--- src/rtl/cpc_pkg.sv ---
// constants, field layouts and carrier types for the comparator pair control
// assumes a 32-bit axi4-lite register bus, one byte register per word
package cpc_pkg;
  localparam int unsigned DATA_W = 32;
  localparam logic [3:0] IDX_CTRL0 = 4'h0;
  localparam logic [3:0] IDX_CTRL1 = 4'h1;
  localparam logic [3:0] IDX_MUX0 = 4'h2;
  localparam logic [3:0] IDX_MUX1 = 4'h3;
  localparam logic [3:0] IDX_ROUTE = 4'h4;
  localparam logic [3:0] IDX_SCALE = 4'h5;
  localparam logic [3:0] IDX_RANGE = 4'h6;
  localparam logic [3:0] IDX_STATUS = 4'h7;
  localparam logic [3:0] IDX_CURR = 4'h8;
  localparam logic [3:0] IDX_TRIM = 4'h9;
  localparam logic [7:0] RST_BYTE = 8'h00;
  // writable bits per register, reserved bits stay zero
  localparam logic [7:0] MASK_CTRL = 8'hF7;
  localparam logic [7:0] MASK_MUX = 8'h3F;
  localparam logic [7:0] MASK_ROUTE = 8'h03;
  localparam logic [7:0] MASK_SCALE = 8'h3F;
  localparam logic [7:0] MASK_RANGE = 8'h1F;
  localparam logic [7:0] MASK_CURR = 8'hC3;
  localparam logic [7:0] MASK_TRIM = 8'h0F;
  localparam int unsigned WEN_BIT = 4;
  localparam int unsigned CS_EN_BIT = 7;
  localparam int unsigned CS_COMB_BIT = 6;
  localparam int unsigned ST_C1 = 5;
  localparam int unsigned ST_C0 = 4;
  localparam int unsigned ST_RF = 2;
  localparam int unsigned ST_F1 = 1;
  localparam int unsigned ST_F0 = 0;
  // negative input codes
  localparam logic [2:0] NEG_PIN0 = 3'h0;
  localparam logic [2:0] NEG_PIN1 = 3'h1;
  localparam logic [2:0] NEG_PIN3 = 3'h2;
  localparam logic [2:0] NEG_PIN5 = 3'h3;
  localparam logic [2:0] NEG_PIN7 = 3'h4;
  localparam logic [2:0] NEG_BANDGAP = 3'h6;
  localparam logic [2:0] NEG_SCALER = 3'h7;
  // vector offsets relative to the block base
  localparam logic [2:0] VEC_COMP0 = 3'h0;
  localparam logic [2:0] VEC_COMP1 = 3'h2;
  localparam logic [2:0] VEC_RANGE = 3'h4;
  localparam logic [1:0] RESP_OKAY = 2'h0;
  localparam logic [1:0] RESP_SLVERR = 2'h2;
  typedef enum logic [1:0] {
    EDGE_TOGGLE = 2'h0, EDGE_RSVD = 2'h1, EDGE_FALL = 2'h2, EDGE_RISE = 2'h3
  } cpc_edge_type;
  typedef enum logic [1:0] {
    RNG_ABOVE = 2'h0, RNG_INSIDE = 2'h1, RNG_BELOW = 2'h2, RNG_OUTSIDE = 2'h3
  } cpc_range_type;
  typedef struct packed {
    logic [1:0] edge_mode;
    logic [1:0] irq_level;
    logic rsvd;
    logic [1:0] hyst;
    logic enable;
  } cpc_ctrl_type;
  typedef struct packed {
    logic enable;
    logic [1:0] hyst;
    logic [2:0] pos_sel;
    logic [7:0] neg_pin;
    logic neg_bandgap;
    logic neg_scaler;
    logic [7:0] source_pin;
  } cpc_analog_type;
  typedef struct packed {
    logic req;
    logic [1:0] level;
  } cpc_irq_type;
endpackage

--- src/rtl/cpc_edge.sv ---
// synchroniser and edge selector for one comparator output
// assumes raw is asynchronous to aclk
`timescale 1ns/1ps
module cpc_edge (
  input wire logic aclk,
  input wire logic aresetn,
  input wire logic raw,
  input cpc_pkg::cpc_edge_type edge_mode,
  output logic level,
  output logic event_o
);
  logic meta_r;
  logic level_r;
  logic prev_r;
  logic event_r;
  logic hit;

  // two-stage synchroniser, only level_r reads meta_r
  always_ff @(posedge aclk) begin
    if (!aresetn) begin
      meta_r <= 1'b0;
      level_r <= 1'b0;
      prev_r <= 1'b0;
    end else begin
      meta_r <= raw;
      level_r <= meta_r;
      prev_r <= level_r;
    end
  end

  // edge selection, reserved mode gives nothing
  always_comb begin
    case (edge_mode)
      cpc_pkg::EDGE_TOGGLE: hit = level_r ^ prev_r;
      cpc_pkg::EDGE_FALL: hit = prev_r & ~level_r;
      cpc_pkg::EDGE_RISE: hit = level_r & ~prev_r;
      default: hit = 1'b0;
    endcase
  end

  always_ff @(posedge aclk) begin
    if (!aresetn) begin
      event_r <= 1'b0;
    end else begin
      event_r <= hit;
    end
  end

  assign level = level_r;
  assign event_o = event_r;
endmodule

--- src/rtl/cpc_top.sv ---
// comparator pair control: registers, routing, window state and flags
// assumes axi4-lite master, analog comparators and interrupt controller outside
//
// Summary of operation
// - negative selector decodes to pins 0,1,3,5,7, reserved, bandgap, scaler.
// - routing bit 1 drives comparator one output onto pin 6.
// - routing bit 0 drives comparator zero output onto pin 7.
// - six-bit scale factor held and presented to the supply scaler.
// - window enable bit 4 puts both comparators in window operation.
// - window condition 00 above, 01 inside, 10 below, 11 outside.
// - nonzero window level enables window request at that level.
// - with window enabled, status 7:6 report current window state.
// - status bits 5 and 4 show comparator one and zero levels.
// - status bit 2 sets when the window state enters the chosen condition.
// - window flag clears on its vector or a written one.
// - status bit 1 sets on comparator one edge, clears by vector or one.
// - status bit 0 sets on comparator zero edge, clears by vector or one.
// - current control bit 7 enables the constant current source.
// - current control bit 6 combines sources, doubling each output.
// - source output bits route current to the negative selected pin.
// - four-bit writable source trim value in bits 3:0.
// - vectors at 0x00 comparator zero, 0x02 one, 0x04 window.
// - edge mode 00 toggle, 10 falling, 11 rising, 01 reserved.
// - events follow flag conditions whether or not interrupts enabled.
`timescale 1ns/1ps
module cpc_top #(
  parameter int unsigned ADDR_W = 8
) (
  input wire logic aclk,
  input wire logic aresetn,
  input wire logic [ADDR_W-1:0] awaddr,
  input wire logic [2:0] awprot,
  input wire logic awvalid,
  output logic awready,
  input wire logic [31:0] wdata,
  input wire logic [3:0] wstrb,
  input wire logic wvalid,
  output logic wready,
  output logic [1:0] bresp,
  output logic bvalid,
  input wire logic bready,
  input wire logic [ADDR_W-1:0] araddr,
  input wire logic [2:0] arprot,
  input wire logic arvalid,
  output logic arready,
  output logic [31:0] rdata,
  output logic [1:0] rresp,
  output logic rvalid,
  input wire logic rready,
  input wire logic comp_zero_in,
  input wire logic comp_one_in,
  output cpc_pkg::cpc_analog_type analog_zero,
  output cpc_pkg::cpc_analog_type analog_one,
  output logic [5:0] supply_scale_factor,
  output logic source_enable,
  output logic combine_sources,
  output logic [3:0] source_trim_value,
  output logic pin6_data,
  output logic pin6_drive,
  output logic pin7_data,
  output logic pin7_drive,
  output logic comp_zero_event,
  output logic comp_one_event,
  output logic range_event,
  output cpc_pkg::cpc_irq_type comp_zero_irq,
  output cpc_pkg::cpc_irq_type comp_one_irq,
  output cpc_pkg::cpc_irq_type range_irq,
  input wire logic vector_taken,
  input wire logic [2:0] vector_offset
);
  cpc_pkg::cpc_ctrl_type ctrl0_r;
  cpc_pkg::cpc_ctrl_type ctrl1_r;
  logic [7:0] mux0_r;
  logic [7:0] mux1_r;
  logic [7:0] route_r;
  logic [7:0] scale_r;
  logic [7:0] range_r;
  logic [7:0] curr_r;
  logic [7:0] trim_r;
  logic [2:0] flags_r;
  logic aw_held_r;
  logic w_held_r;
  logic [3:0] aw_idx_r;
  logic [7:0] wbyte_r;
  logic wlane_r;
  logic bvalid_r;
  logic [1:0] bresp_r;
  logic rvalid_r;
  logic [31:0] rdata_r;
  logic [1:0] rresp_r;
  logic do_wr;
  logic [3:0] ar_idx;
  logic [7:0] rd_byte;
  logic lvl0;
  logic lvl1;
  logic evt0;
  logic evt1;
  cpc_pkg::cpc_range_type rstate;
  logic rmatch;
  logic rmatch_prev_r;
  logic range_event_r;
  logic [2:0] clr_w1;
  logic [2:0] clr_vec;
  logic [7:0] status;

  ////////////////////////////////////////////////////////////////////////
  // comparator output synchronisers and edge detection
  cpc_edge u_edge0 (
    .aclk(aclk),
    .aresetn(aresetn),
    .raw(comp_zero_in),
    .edge_mode(cpc_pkg::cpc_edge_type'(ctrl0_r.edge_mode)),
    .level(lvl0),
    .event_o(evt0)
  );

  cpc_edge u_edge1 (
    .aclk(aclk),
    .aresetn(aresetn),
    .raw(comp_one_in),
    .edge_mode(cpc_pkg::cpc_edge_type'(ctrl1_r.edge_mode)),
    .level(lvl1),
    .event_o(evt1)
  );

  ////////////////////////////////////////////////////////////////////////
  // axi4-lite write side
  assign awready = !aw_held_r && !bvalid_r;
  assign wready = !w_held_r && !bvalid_r;
  assign do_wr = aw_held_r && w_held_r && !bvalid_r;

  // address and data taken in either order
  always_ff @(posedge aclk) begin
    if (!aresetn) begin
      aw_held_r <= 1'b0;
      w_held_r <= 1'b0;
      aw_idx_r <= 4'h0;
      wbyte_r <= 8'h00;
      wlane_r <= 1'b0;
    end else begin
      if (awvalid && awready) begin
        aw_held_r <= 1'b1;
        aw_idx_r <= awaddr[5:2];
      end else if (do_wr) begin
        aw_held_r <= 1'b0;
      end
      if (wvalid && wready) begin
        w_held_r <= 1'b1;
        wbyte_r <= wdata[7:0];
        wlane_r <= wstrb[0];
      end else if (do_wr) begin
        w_held_r <= 1'b0;
      end
    end
  end

  // write response, slverr outside the map
  always_ff @(posedge aclk) begin
    if (!aresetn) begin
      bvalid_r <= 1'b0;
      bresp_r <= cpc_pkg::RESP_OKAY;
    end else if (do_wr) begin
      bvalid_r <= 1'b1;
      bresp_r <= (aw_idx_r > cpc_pkg::IDX_TRIM) ? cpc_pkg::RESP_SLVERR : cpc_pkg::RESP_OKAY;
    end else if (bready) begin
      bvalid_r <= 1'b0;
    end
  end

  assign bvalid = bvalid_r;
  assign bresp = bresp_r;

  ////////////////////////////////////////////////////////////////////////
  // control registers, reserved bits masked off
  always_ff @(posedge aclk) begin
    if (!aresetn) begin
      ctrl0_r <= cpc_pkg::RST_BYTE;
      ctrl1_r <= cpc_pkg::RST_BYTE;
      mux0_r <= cpc_pkg::RST_BYTE;
      mux1_r <= cpc_pkg::RST_BYTE;
      route_r <= cpc_pkg::RST_BYTE;
      scale_r <= cpc_pkg::RST_BYTE;
      range_r <= cpc_pkg::RST_BYTE;
      curr_r <= cpc_pkg::RST_BYTE;
      trim_r <= cpc_pkg::RST_BYTE;
    end else if (do_wr && wlane_r) begin
      case (aw_idx_r)
        cpc_pkg::IDX_CTRL0: ctrl0_r <= wbyte_r & cpc_pkg::MASK_CTRL;
        cpc_pkg::IDX_CTRL1: ctrl1_r <= wbyte_r & cpc_pkg::MASK_CTRL;
        cpc_pkg::IDX_MUX0: mux0_r <= wbyte_r & cpc_pkg::MASK_MUX;
        cpc_pkg::IDX_MUX1: mux1_r <= wbyte_r & cpc_pkg::MASK_MUX;
        cpc_pkg::IDX_ROUTE: route_r <= wbyte_r & cpc_pkg::MASK_ROUTE;
        cpc_pkg::IDX_SCALE: scale_r <= wbyte_r & cpc_pkg::MASK_SCALE;
        cpc_pkg::IDX_RANGE: range_r <= wbyte_r & cpc_pkg::MASK_RANGE;
        cpc_pkg::IDX_CURR: curr_r <= wbyte_r & cpc_pkg::MASK_CURR;
        cpc_pkg::IDX_TRIM: trim_r <= wbyte_r & cpc_pkg::MASK_TRIM;
        default: ;
      endcase
    end
  end

  ////////////////////////////////////////////////////////////////////////
  // window state: zero is upper threshold, one is lower
  always_comb begin
    case ({lvl0, lvl1})
      2'b11: rstate = cpc_pkg::RNG_ABOVE;
      2'b01: rstate = cpc_pkg::RNG_INSIDE;
      2'b00: rstate = cpc_pkg::RNG_BELOW;
      default: rstate = cpc_pkg::RNG_OUTSIDE;
    endcase
  end

  // condition chosen by the window condition field
  always_comb begin
    case (range_r[3:2])
      2'b00: rmatch = (rstate == cpc_pkg::RNG_ABOVE);
      2'b01: rmatch = (rstate == cpc_pkg::RNG_INSIDE);
      2'b10: rmatch = (rstate == cpc_pkg::RNG_BELOW);
      default: rmatch = (rstate != cpc_pkg::RNG_INSIDE);
    endcase
  end

  // window event on entry into the chosen condition
  always_ff @(posedge aclk) begin
    if (!aresetn) begin
      rmatch_prev_r <= 1'b0;
      range_event_r <= 1'b0;
    end else begin
      rmatch_prev_r <= rmatch && range_r[cpc_pkg::WEN_BIT];
      range_event_r <= rmatch && range_r[cpc_pkg::WEN_BIT] && !rmatch_prev_r;
    end
  end

  assign comp_zero_event = evt0;
  assign comp_one_event = evt1;
  assign range_event = range_event_r;

  ////////////////////////////////////////////////////////////////////////
  // flags: set wins over vector or written-one clear
  assign clr_w1 = (do_wr && wlane_r && aw_idx_r == cpc_pkg::IDX_STATUS) ? wbyte_r[2:0] : 3'h0;
  assign clr_vec[cpc_pkg::ST_F0] = vector_taken && vector_offset == cpc_pkg::VEC_COMP0;
  assign clr_vec[cpc_pkg::ST_F1] = vector_taken && vector_offset == cpc_pkg::VEC_COMP1;
  assign clr_vec[cpc_pkg::ST_RF] = vector_taken && vector_offset == cpc_pkg::VEC_RANGE;

  always_ff @(posedge aclk) begin
    if (!aresetn) begin
      flags_r <= 3'h0;
    end else begin
      flags_r[cpc_pkg::ST_F0] <= evt0 |
          (flags_r[cpc_pkg::ST_F0] & ~clr_w1[0] & ~clr_vec[0]);
      flags_r[cpc_pkg::ST_F1] <= evt1 |
          (flags_r[cpc_pkg::ST_F1] & ~clr_w1[1] & ~clr_vec[1]);
      flags_r[cpc_pkg::ST_RF] <= range_event_r |
          (flags_r[cpc_pkg::ST_RF] & ~clr_w1[2] & ~clr_vec[2]);
    end
  end

  // requests to the interrupt controller
  assign comp_zero_irq.req = flags_r[cpc_pkg::ST_F0] && ctrl0_r.irq_level != 2'h0;
  assign comp_zero_irq.level = ctrl0_r.irq_level;
  assign comp_one_irq.req = flags_r[cpc_pkg::ST_F1] && ctrl1_r.irq_level != 2'h0;
  assign comp_one_irq.level = ctrl1_r.irq_level;
  assign range_irq.req = flags_r[cpc_pkg::ST_RF] && range_r[1:0] != 2'h0;
  assign range_irq.level = range_r[1:0];

  ////////////////////////////////////////////////////////////////////////
  // status composition
  always_comb begin
    status = 8'h00;
    if (range_r[cpc_pkg::WEN_BIT]) begin
      status[7:6] = rstate;
    end
    status[cpc_pkg::ST_C1] = lvl1;
    status[cpc_pkg::ST_C0] = lvl0;
    status[2:0] = flags_r;
  end

  // read mux
  assign ar_idx = araddr[5:2];
  always_comb begin
    case (ar_idx)
      cpc_pkg::IDX_CTRL0: rd_byte = ctrl0_r;
      cpc_pkg::IDX_CTRL1: rd_byte = ctrl1_r;
      cpc_pkg::IDX_MUX0: rd_byte = mux0_r;
      cpc_pkg::IDX_MUX1: rd_byte = mux1_r;
      cpc_pkg::IDX_ROUTE: rd_byte = route_r;
      cpc_pkg::IDX_SCALE: rd_byte = scale_r;
      cpc_pkg::IDX_RANGE: rd_byte = range_r;
      cpc_pkg::IDX_STATUS: rd_byte = status;
      cpc_pkg::IDX_CURR: rd_byte = curr_r;
      cpc_pkg::IDX_TRIM: rd_byte = trim_r;
      default: rd_byte = 8'h00;
    endcase
  end

  // read channel, one read under way
  assign arready = !rvalid_r;
  always_ff @(posedge aclk) begin
    if (!aresetn) begin
      rvalid_r <= 1'b0;
      rdata_r <= 32'h0000_0000;
      rresp_r <= cpc_pkg::RESP_OKAY;
    end else if (arvalid && arready) begin
      rvalid_r <= 1'b1;
      rdata_r <= {24'h00_0000, rd_byte};
      rresp_r <= (ar_idx > cpc_pkg::IDX_TRIM) ? cpc_pkg::RESP_SLVERR : cpc_pkg::RESP_OKAY;
    end else if (rready) begin
      rvalid_r <= 1'b0;
    end
  end

  assign rvalid = rvalid_r;
  assign rdata = rdata_r;
  assign rresp = rresp_r;

  ////////////////////////////////////////////////////////////////////////
  // negative selector decode to one-hot pin, bandgap or scaler
  function automatic logic [9:0] neg_decode(input logic [2:0] code);
    logic [9:0] d;
    d = 10'h000;
    case (code)
      cpc_pkg::NEG_PIN0: d[0] = 1'b1;
      cpc_pkg::NEG_PIN1: d[1] = 1'b1;
      cpc_pkg::NEG_PIN3: d[3] = 1'b1;
      cpc_pkg::NEG_PIN5: d[5] = 1'b1;
      cpc_pkg::NEG_PIN7: d[7] = 1'b1;
      cpc_pkg::NEG_BANDGAP: d[8] = 1'b1;
      cpc_pkg::NEG_SCALER: d[9] = 1'b1;
      default: d = 10'h000;
    endcase
    return d;
  endfunction

  // analog controls registered toward the comparators
  always_ff @(posedge aclk) begin
    if (!aresetn) begin
      analog_zero <= '0;
      analog_one <= '0;
    end else begin
      analog_zero.enable <= ctrl0_r.enable;
      analog_zero.hyst <= ctrl0_r.hyst;
      analog_zero.pos_sel <= mux0_r[5:3];
      {analog_zero.neg_scaler, analog_zero.neg_bandgap, analog_zero.neg_pin} <=
          neg_decode(mux0_r[2:0]);
      // only port pins take the source, internal inputs cut off
      analog_zero.source_pin <= curr_r[0] ? 8'(neg_decode(mux0_r[2:0])) : 8'h00;
      analog_one.enable <= ctrl1_r.enable;
      analog_one.hyst <= ctrl1_r.hyst;
      analog_one.pos_sel <= mux1_r[5:3];
      {analog_one.neg_scaler, analog_one.neg_bandgap, analog_one.neg_pin} <=
          neg_decode(mux1_r[2:0]);
      analog_one.source_pin <= curr_r[1] ? 8'(neg_decode(mux1_r[2:0])) : 8'h00;
    end
  end

  // pin routing and supply, source outputs
  always_ff @(posedge aclk) begin
    if (!aresetn) begin
      pin6_data <= 1'b0;
      pin6_drive <= 1'b0;
      pin7_data <= 1'b0;
      pin7_drive <= 1'b0;
      supply_scale_factor <= 6'h00;
      source_enable <= 1'b0;
      combine_sources <= 1'b0;
      source_trim_value <= 4'h0;
    end else begin
      pin6_drive <= route_r[1];
      pin6_data <= route_r[1] & lvl1;
      pin7_drive <= route_r[0];
      pin7_data <= route_r[0] & lvl0;
      supply_scale_factor <= scale_r[5:0];
      source_enable <= curr_r[cpc_pkg::CS_EN_BIT];
      combine_sources <= curr_r[cpc_pkg::CS_COMB_BIT];
      source_trim_value <= trim_r[3:0];
    end
  end
endmodule

--- config.mk ---
export PLATFORM = sky130hd
export DESIGN_NAME = cpc_top
export DESIGN_NICKNAME = d
export VERILOG_FILES = /design/src/rtl/cpc_pkg.sv /design/src/rtl/cpc_edge.sv /design/src/rtl/cpc_top.sv
export SDC_FILE = /design/constraint.sdc
export NUM_CORES = 1
export LEC_CHECK = 0
export BUFFER_PORTS_ARGS = -buffer_cell sky130_fd_sc_hd__clkbuf_2
export CORE_MARGIN = 10
export CORE_UTILIZATION = 38
export DETAILED_ROUTE_END_ITERATION = 7
export PLACE_DENSITY = 0.65
export SLEW_MARGIN = 0
export SYNTH_ARGS = -nofsm -noshare
export SYNTH_HDL_FRONTEND = slang
export SYNTH_SLANG_ARGS = --single-unit
--- constraint.sdc ---
create_clock -name aclk -period 1.7 [get_ports aclk]
set_input_delay 0.34 -clock aclk [delete_from_list [all_inputs] [get_ports aclk]]
set_output_delay 0.34 -clock aclk [all_outputs]
set_load 0.005 [all_outputs]
Word level (Yosys, flattened, before mapping)
Index checks and enable logic that the tools add are counted.
- div/mod/pow operators: 0
- reductions and logical operators: 50
- $mul: 0
- equal/unequal tests: 43
- mux-type cells: 32
- shift-type cells: 0
- $lt $le $gt $ge: 2
- bitwise logic cells: 27
- add/subtract/negate cells: 0
- operators with widths (cell ; number):
    $pmux W8 S10 ; 1
    $eq A4 B3 Y1 const B ; 8
    $reduce_and A2 Y1 ; 11
    $eq A3 B3 Y1 const B ; 7
    $mux W1 ; 21
    $logic_and A1 B1 Y1 ; 17
    $eq A4 B2 Y1 const B ; 4
    $eq A4 B4 Y1 const B ; 4
    $mux W8 ; 2
    $eq A3 B2 Y1 const B ; 5
    $eq A2 B2 Y1 const B ; 7
    $reduce_bool A2 Y1 ; 7
    $and A1 B1 Y1 ; 12
    $logic_not A2 Y1 ; 5
    $not A1 Y1 ; 10
    $logic_not A3 Y1 ; 3
    $pmux W1 S3 ; 3
    $eq A4 B1 Y1 const B ; 2
    $gt A4 B4 Y1 const B ; 2
    $logic_not A4 Y1 ; 2
    $eq A2 B1 Y1 const B ; 3
    $eq A3 B1 Y1 const B ; 2
    $mux W2 ; 3
    $pmux W2 S3 ; 1
    other kinds (5) ; 12
- latch bits: 0
- bits in read-only memories: 0
- logic and storage cells: 216
- memories kept: 0
- input port bits: 71
- flip-flop bits (word level): 153
- RAM bits: 0
- output and inout bits: 117

Longest topological paths before layout
- word-level depth: 9
- depth in mapped cells: 6
- depth with buffers taken out: 6

Hierarchy
A second synthesis with hierarchy kept.
- cells, all modules: 599
- area, all modules: 5686.7 um^2
- by module, submodules not included (module ; instances ; seq. area each (um^2) ; area each (um^2) ; cells each):
    cpc_top ; 1 ; 2622.5 ; 5351.4 ; 567
    cpc_edge ; 2 ; 80.1 ; 167.7 ; 16

Worst setup path before layout
Ideal clock, no wire load.
- path kind: flip-flop to flip-flop
- start point: register u_edge1.level_r, in the netlist u_edge1.level
- end point: register range_event_r, in the netlist range_event
- path slack: -162 ps
- library setup time: 115 ps
- required time: 1585 ps
- cell stages (with the launch flop): 7
- clock period less this slack: 1862 ps
- path buffers: 0
- data arrival time: 1747 ps
- cells stage by stage: dfxtp_1 inv_1 ha_1 or4b_2 o21ai_0 a221oi_1 a2111oi_0
- word-level cells in the longest chain between the ends: 6
- elaborated cells on any way between the ends: 11
- classes of those cells: 5 x eq/ne; 2 x mux; 4 x reduce/logical
- ends and longest elaborated chain (element ; line ; RTL):
    start, declared ; cpc_edge.sv:13 ; logic level_r;
    start signal, assigned ; cpc_edge.sv:26 ; level_r <= meta_r;
    $eq A2 B1 Y1, or another cell as far along ; cpc_top.sv:205 ; case ({lvl0, lvl1})
    $pmux W2 S3 (*) ; cpc_top.sv:205 ;
    $ne A2 B1 Y1, or another cell as far along ; cpc_top.sv:219 ; default: rmatch = (rstate != cpc_pkg::RNG_INSIDE);
    $pmux W1 S3 (*) ; cpc_top.sv:215 ; case (range_r[3:2])
    $logic_and A1 B1 Y1 (*) (2 in series) ; cpc_top.sv:230 ; range_event_r <= rmatch && range_r[cpc_pkg::WEN_BIT] && !rmatch_prev_r;
    end signal, assigned ; cpc_top.sv:230 ;
    end, declared ; cpc_top.sv:101 ; logic range_event_r;
Every way passes the cells marked *; elsewhere a longest branch is shown, timed or not.
A chain may end at the register's enable or synchronous reset.

Worst setup path in the final report
- start point: register aw_idx_r[1]
- end point: register ctrl0_r (netlist bit comp_zero_irq[1])
- word-level cells in the longest chain between the ends: 2
- ends and longest elaborated chain (element ; line ; RTL):
    start, declared ; cpc_top.sv:83 ; logic [3:0] aw_idx_r;
    start signal, assigned ; cpc_top.sv:143 ; aw_idx_r <= awaddr[5:2];
    $logic_not A4 Y1 ; cpc_top.sv:187 ; case (aw_idx_r)
    $reduce_and A2 Y1 (no line) ; -- ;
    end signal, assigned ; cpc_top.sv:177 ; ctrl0_r <= cpc_pkg::RST_BYTE;
    end signal, assigned ; cpc_top.sv:188 ; cpc_pkg::IDX_CTRL0: ctrl0_r <= wbyte_r & cpc_pkg::MASK_CTRL;
    end, declared ; cpc_top.sv:71 ; cpc_pkg::cpc_ctrl_type ctrl0_r;
No other way between the ends.

==> results.cfg <==
[route]
dr.first_iter.drc_count = 278
wirelength_mm = 15.6
viasPerCell = 4.87
drc_errors = 0
wire_per_inst_um = 16.6
firstDrtPassIters = 6
dr_total_vias = 4563
ant_nets = 0

[sta]
maxSlewHeadroom_pct = 65.8
finClkSkew_ns = 0.00886
max_freq_mhz = 622
fin_crit_sh_pct = 94.6
period_needed_ns = 1.61
slew_violations = 0
rsz0062_at_grt = false
tightest_slew_ns = 0.510
setup_violations = 0
fin_ws_ns = 0.0926
hold_viol_final = 0

[logic_synthesis]
async_reset_ff_share_pct = 0
synthTopCellsByArea = dfxtp_1 48%, buf_4 5.7%, mux2i_1 4.7%, nand2_1 4.2%, and2_1 2.9%
ys_ff_latch = 139
yosys_warnings = 0
synth_edf_count = 0
synthesis.area_um2 = 5760
syn_inst = 611
synth_top_area_cell = dfxtp_1
yosys-top-cells-count = 139 x dfxtp_1, 64 x nand2_1, 44 x buf_4, 31 x o21ai_0
synthFlopType = dfxtp_1
syn_area_per_cell_um2 = 9.42
synth_cell_types = 58
synth_most_common_cell = dfxtp_1
seq_area_frac_synth_pct = 48.3
synth_top_area_share_pct = 48.3

[setup_path]
cp_max_fo = 14
cpMaxStageDelayCell = or4_4
criticalPathCategory = reg2reg
path_cells = or2_2, or4_4, nand3_1, o21ai_1
startpoint_type = register
crit_required_ns = 2.00
cp-end-kind = register
reg2reg_slack_ns = 0.09
crit_buf_inv = 0
crit_family = simple AND/OR/NAND/NOR gates
crit_arrival_ns = 1.91
slowest_delay_ns = 0.56

[finish]
drive_gt1_share_pct = 27.6
antennaDiodeCount = 0
nets = 822
final_util_pct = 48.8
syn_to_final_growth_pct = 24.7
fin_cells = 937
fin_area_um2 = 7180

[power_and_ir_drop]
p_sw_mw = 1.68
p_int_mw = 6.06
leakage_nw = 3.09
peakVddDrop_mv = 0.666
seq_power_share_pct = 43.6
p_per_area_nw_per_um2 = 1080
combPwrFrac_pct = 5.5
power.total_mw = 7.74
clkPwrFrac_pct = 51.0
p_sw_share_pct = 21.7

[grt]
grt_pass1_wl_mm = 24.2
grt_busiest_layer = met2
met3_usage_pct = 4.61
use_met2_pct = 24.1
grt_usage_pct = 15.2
grt_use_met1_pct = 18.9
grt_pass1_vias = 4619
grt_overflow = 0
grt_start_max_net_pins = 30
grt_antenna_before_repair = 0

[worst_hold_path]
hold_class = in2reg

[clock_network]
htree_levels = 4
cts_setup_buffers = 0
cts-root-buf = clkbuf_16
clk_latency_ns = 0.42
cts_sinks = 139
clk_pin_slew_ns = 0.06
cts_max_path_buffers = 2
cts_inserted_buffers = 17
tritoncts = done

[place]
placed_area_um2 = 6520
place_inst = 905
pre_cts_ws_ns = -0.0963
gp_routability_congestion = 0.861
io_buffers = 108
hpwl_mm = 12.0

[floorplanning]
die_w_um = 143
die_y_um = 143
die_area_um2 = 20500
initial_core_util_pct = 39.2
coreArea_um2 = 14700
fp-row-count = 44
ios = 188

[flow_run]
cap_violations = 0

[status]
status = complete, no violations
final timing paths:
path	from	endpoint	depth (start not counted)
hold reg to reg	rmatch_prev_r$_SDFF_PN0_	range_event$_SDFF_PN0_	1
setup / recovery	aw_idx_r[1]$_SDFFE_PN0P_	comp_zero_irq[1]$_SDFFE_PN0P_	4
hold / removal	comp_zero_in	u_edge0.meta_r$_SDFF_PN0_	2
setup reg to reg	aw_idx_r[1]$_SDFFE_PN0P_	comp_zero_irq[1]$_SDFFE_PN0P_	4
final cells by class:
cell class	instances	area, µm²
clock buffer	22	474
clock inverter	10	161
fill	1398	7520
inverter	20	75.1
multi-input combinational	412	2590
sequential	139	2790
tap	184	230
timing repair buffer	150	856
per-stage QoR:
step,TNS [ns],hold WS [ns]
6_report,0,0.127
5_1_grt,0,0.126
4_1_cts,0,0.115
3_5_place_dp,-0.138,0.388
3_3_place_gp,-0.0354,0.389
2_1_floorplan,0,0.373
sequential cells by signal, summed over array words and instances, names as in the netlist, 6 cells and up:
name / flops
wbyte_r: 8
supply_scale_factor: 6
mux0_r: 6
mux1_r: 6
analog_one: 18
analog_zero: 18
rdata: 8
scale_r: 6
per-layer routing:
layer  vias up  wire length [µm]
li1       2274                 -
met1      2115              7040
met2       155              7280
met3        19              1040
met4         0               235
met5         -                 0
kinds of logic after synthesis:
family,share of synthesized area (%)
flops,48.3
other cells,0.0652
compound gates,11.2
fa+ha+maj,2.39
mux,6.26
buf+inv,9.63
simple gates,22.2
cells in the final DEF, fill, tap and decap left out, drive strengths merged, types with 3 or more instances in the layout:
master and instances:
a21oi 12, and2 27, dfxtp 139, mux2i 27
inv 22, nor2 25, clkbuf 129, o21a 7
a21boi 12, mux2 4, a41oi 3, nand3 26
a2111oi 3, nand2 64, or4 3, nor2b 25
o21ai 43, ha 11, clkinv 3, a211oi 3
a22o 5, buf 43, and3 5, nor3 12
bufinv 4, nand3b 7, nor4 6, nand2b 18
conb 38
worst reg2reg max path: cells and delay by family (launching register included):
kind | cells | cell delay, ns
and+or+nand+nor | 3 | 1.04
DFF | 1 | 0.38
AOI/OAI and AO/OA | 1 | 0.07
repair_timing:
action                                  4_1_cts  5_1_grt
hold buffers                                  0        0
pin swaps                                     1        0
gates resized for setup                       2        3
endpoints found under the setup margin        1       11
cloned                                        0        0
power groups by stage:
stage / registers, mW / logic [mW] / clock network, mW
3_5_place_dp: 3.44 / 0.414 / 0
5_1_grt: 3.38 / 0.472 / 4.12
3_3_place_gp: 3.44 / 0.404 / 0
2_1_floorplan: 3.41 / 0.322 / 0
6_report: 3.37 / 0.424 / 3.94
4_1_cts: 3.37 / 0.417 / 4.00
(Power assumes the default switching activity.)
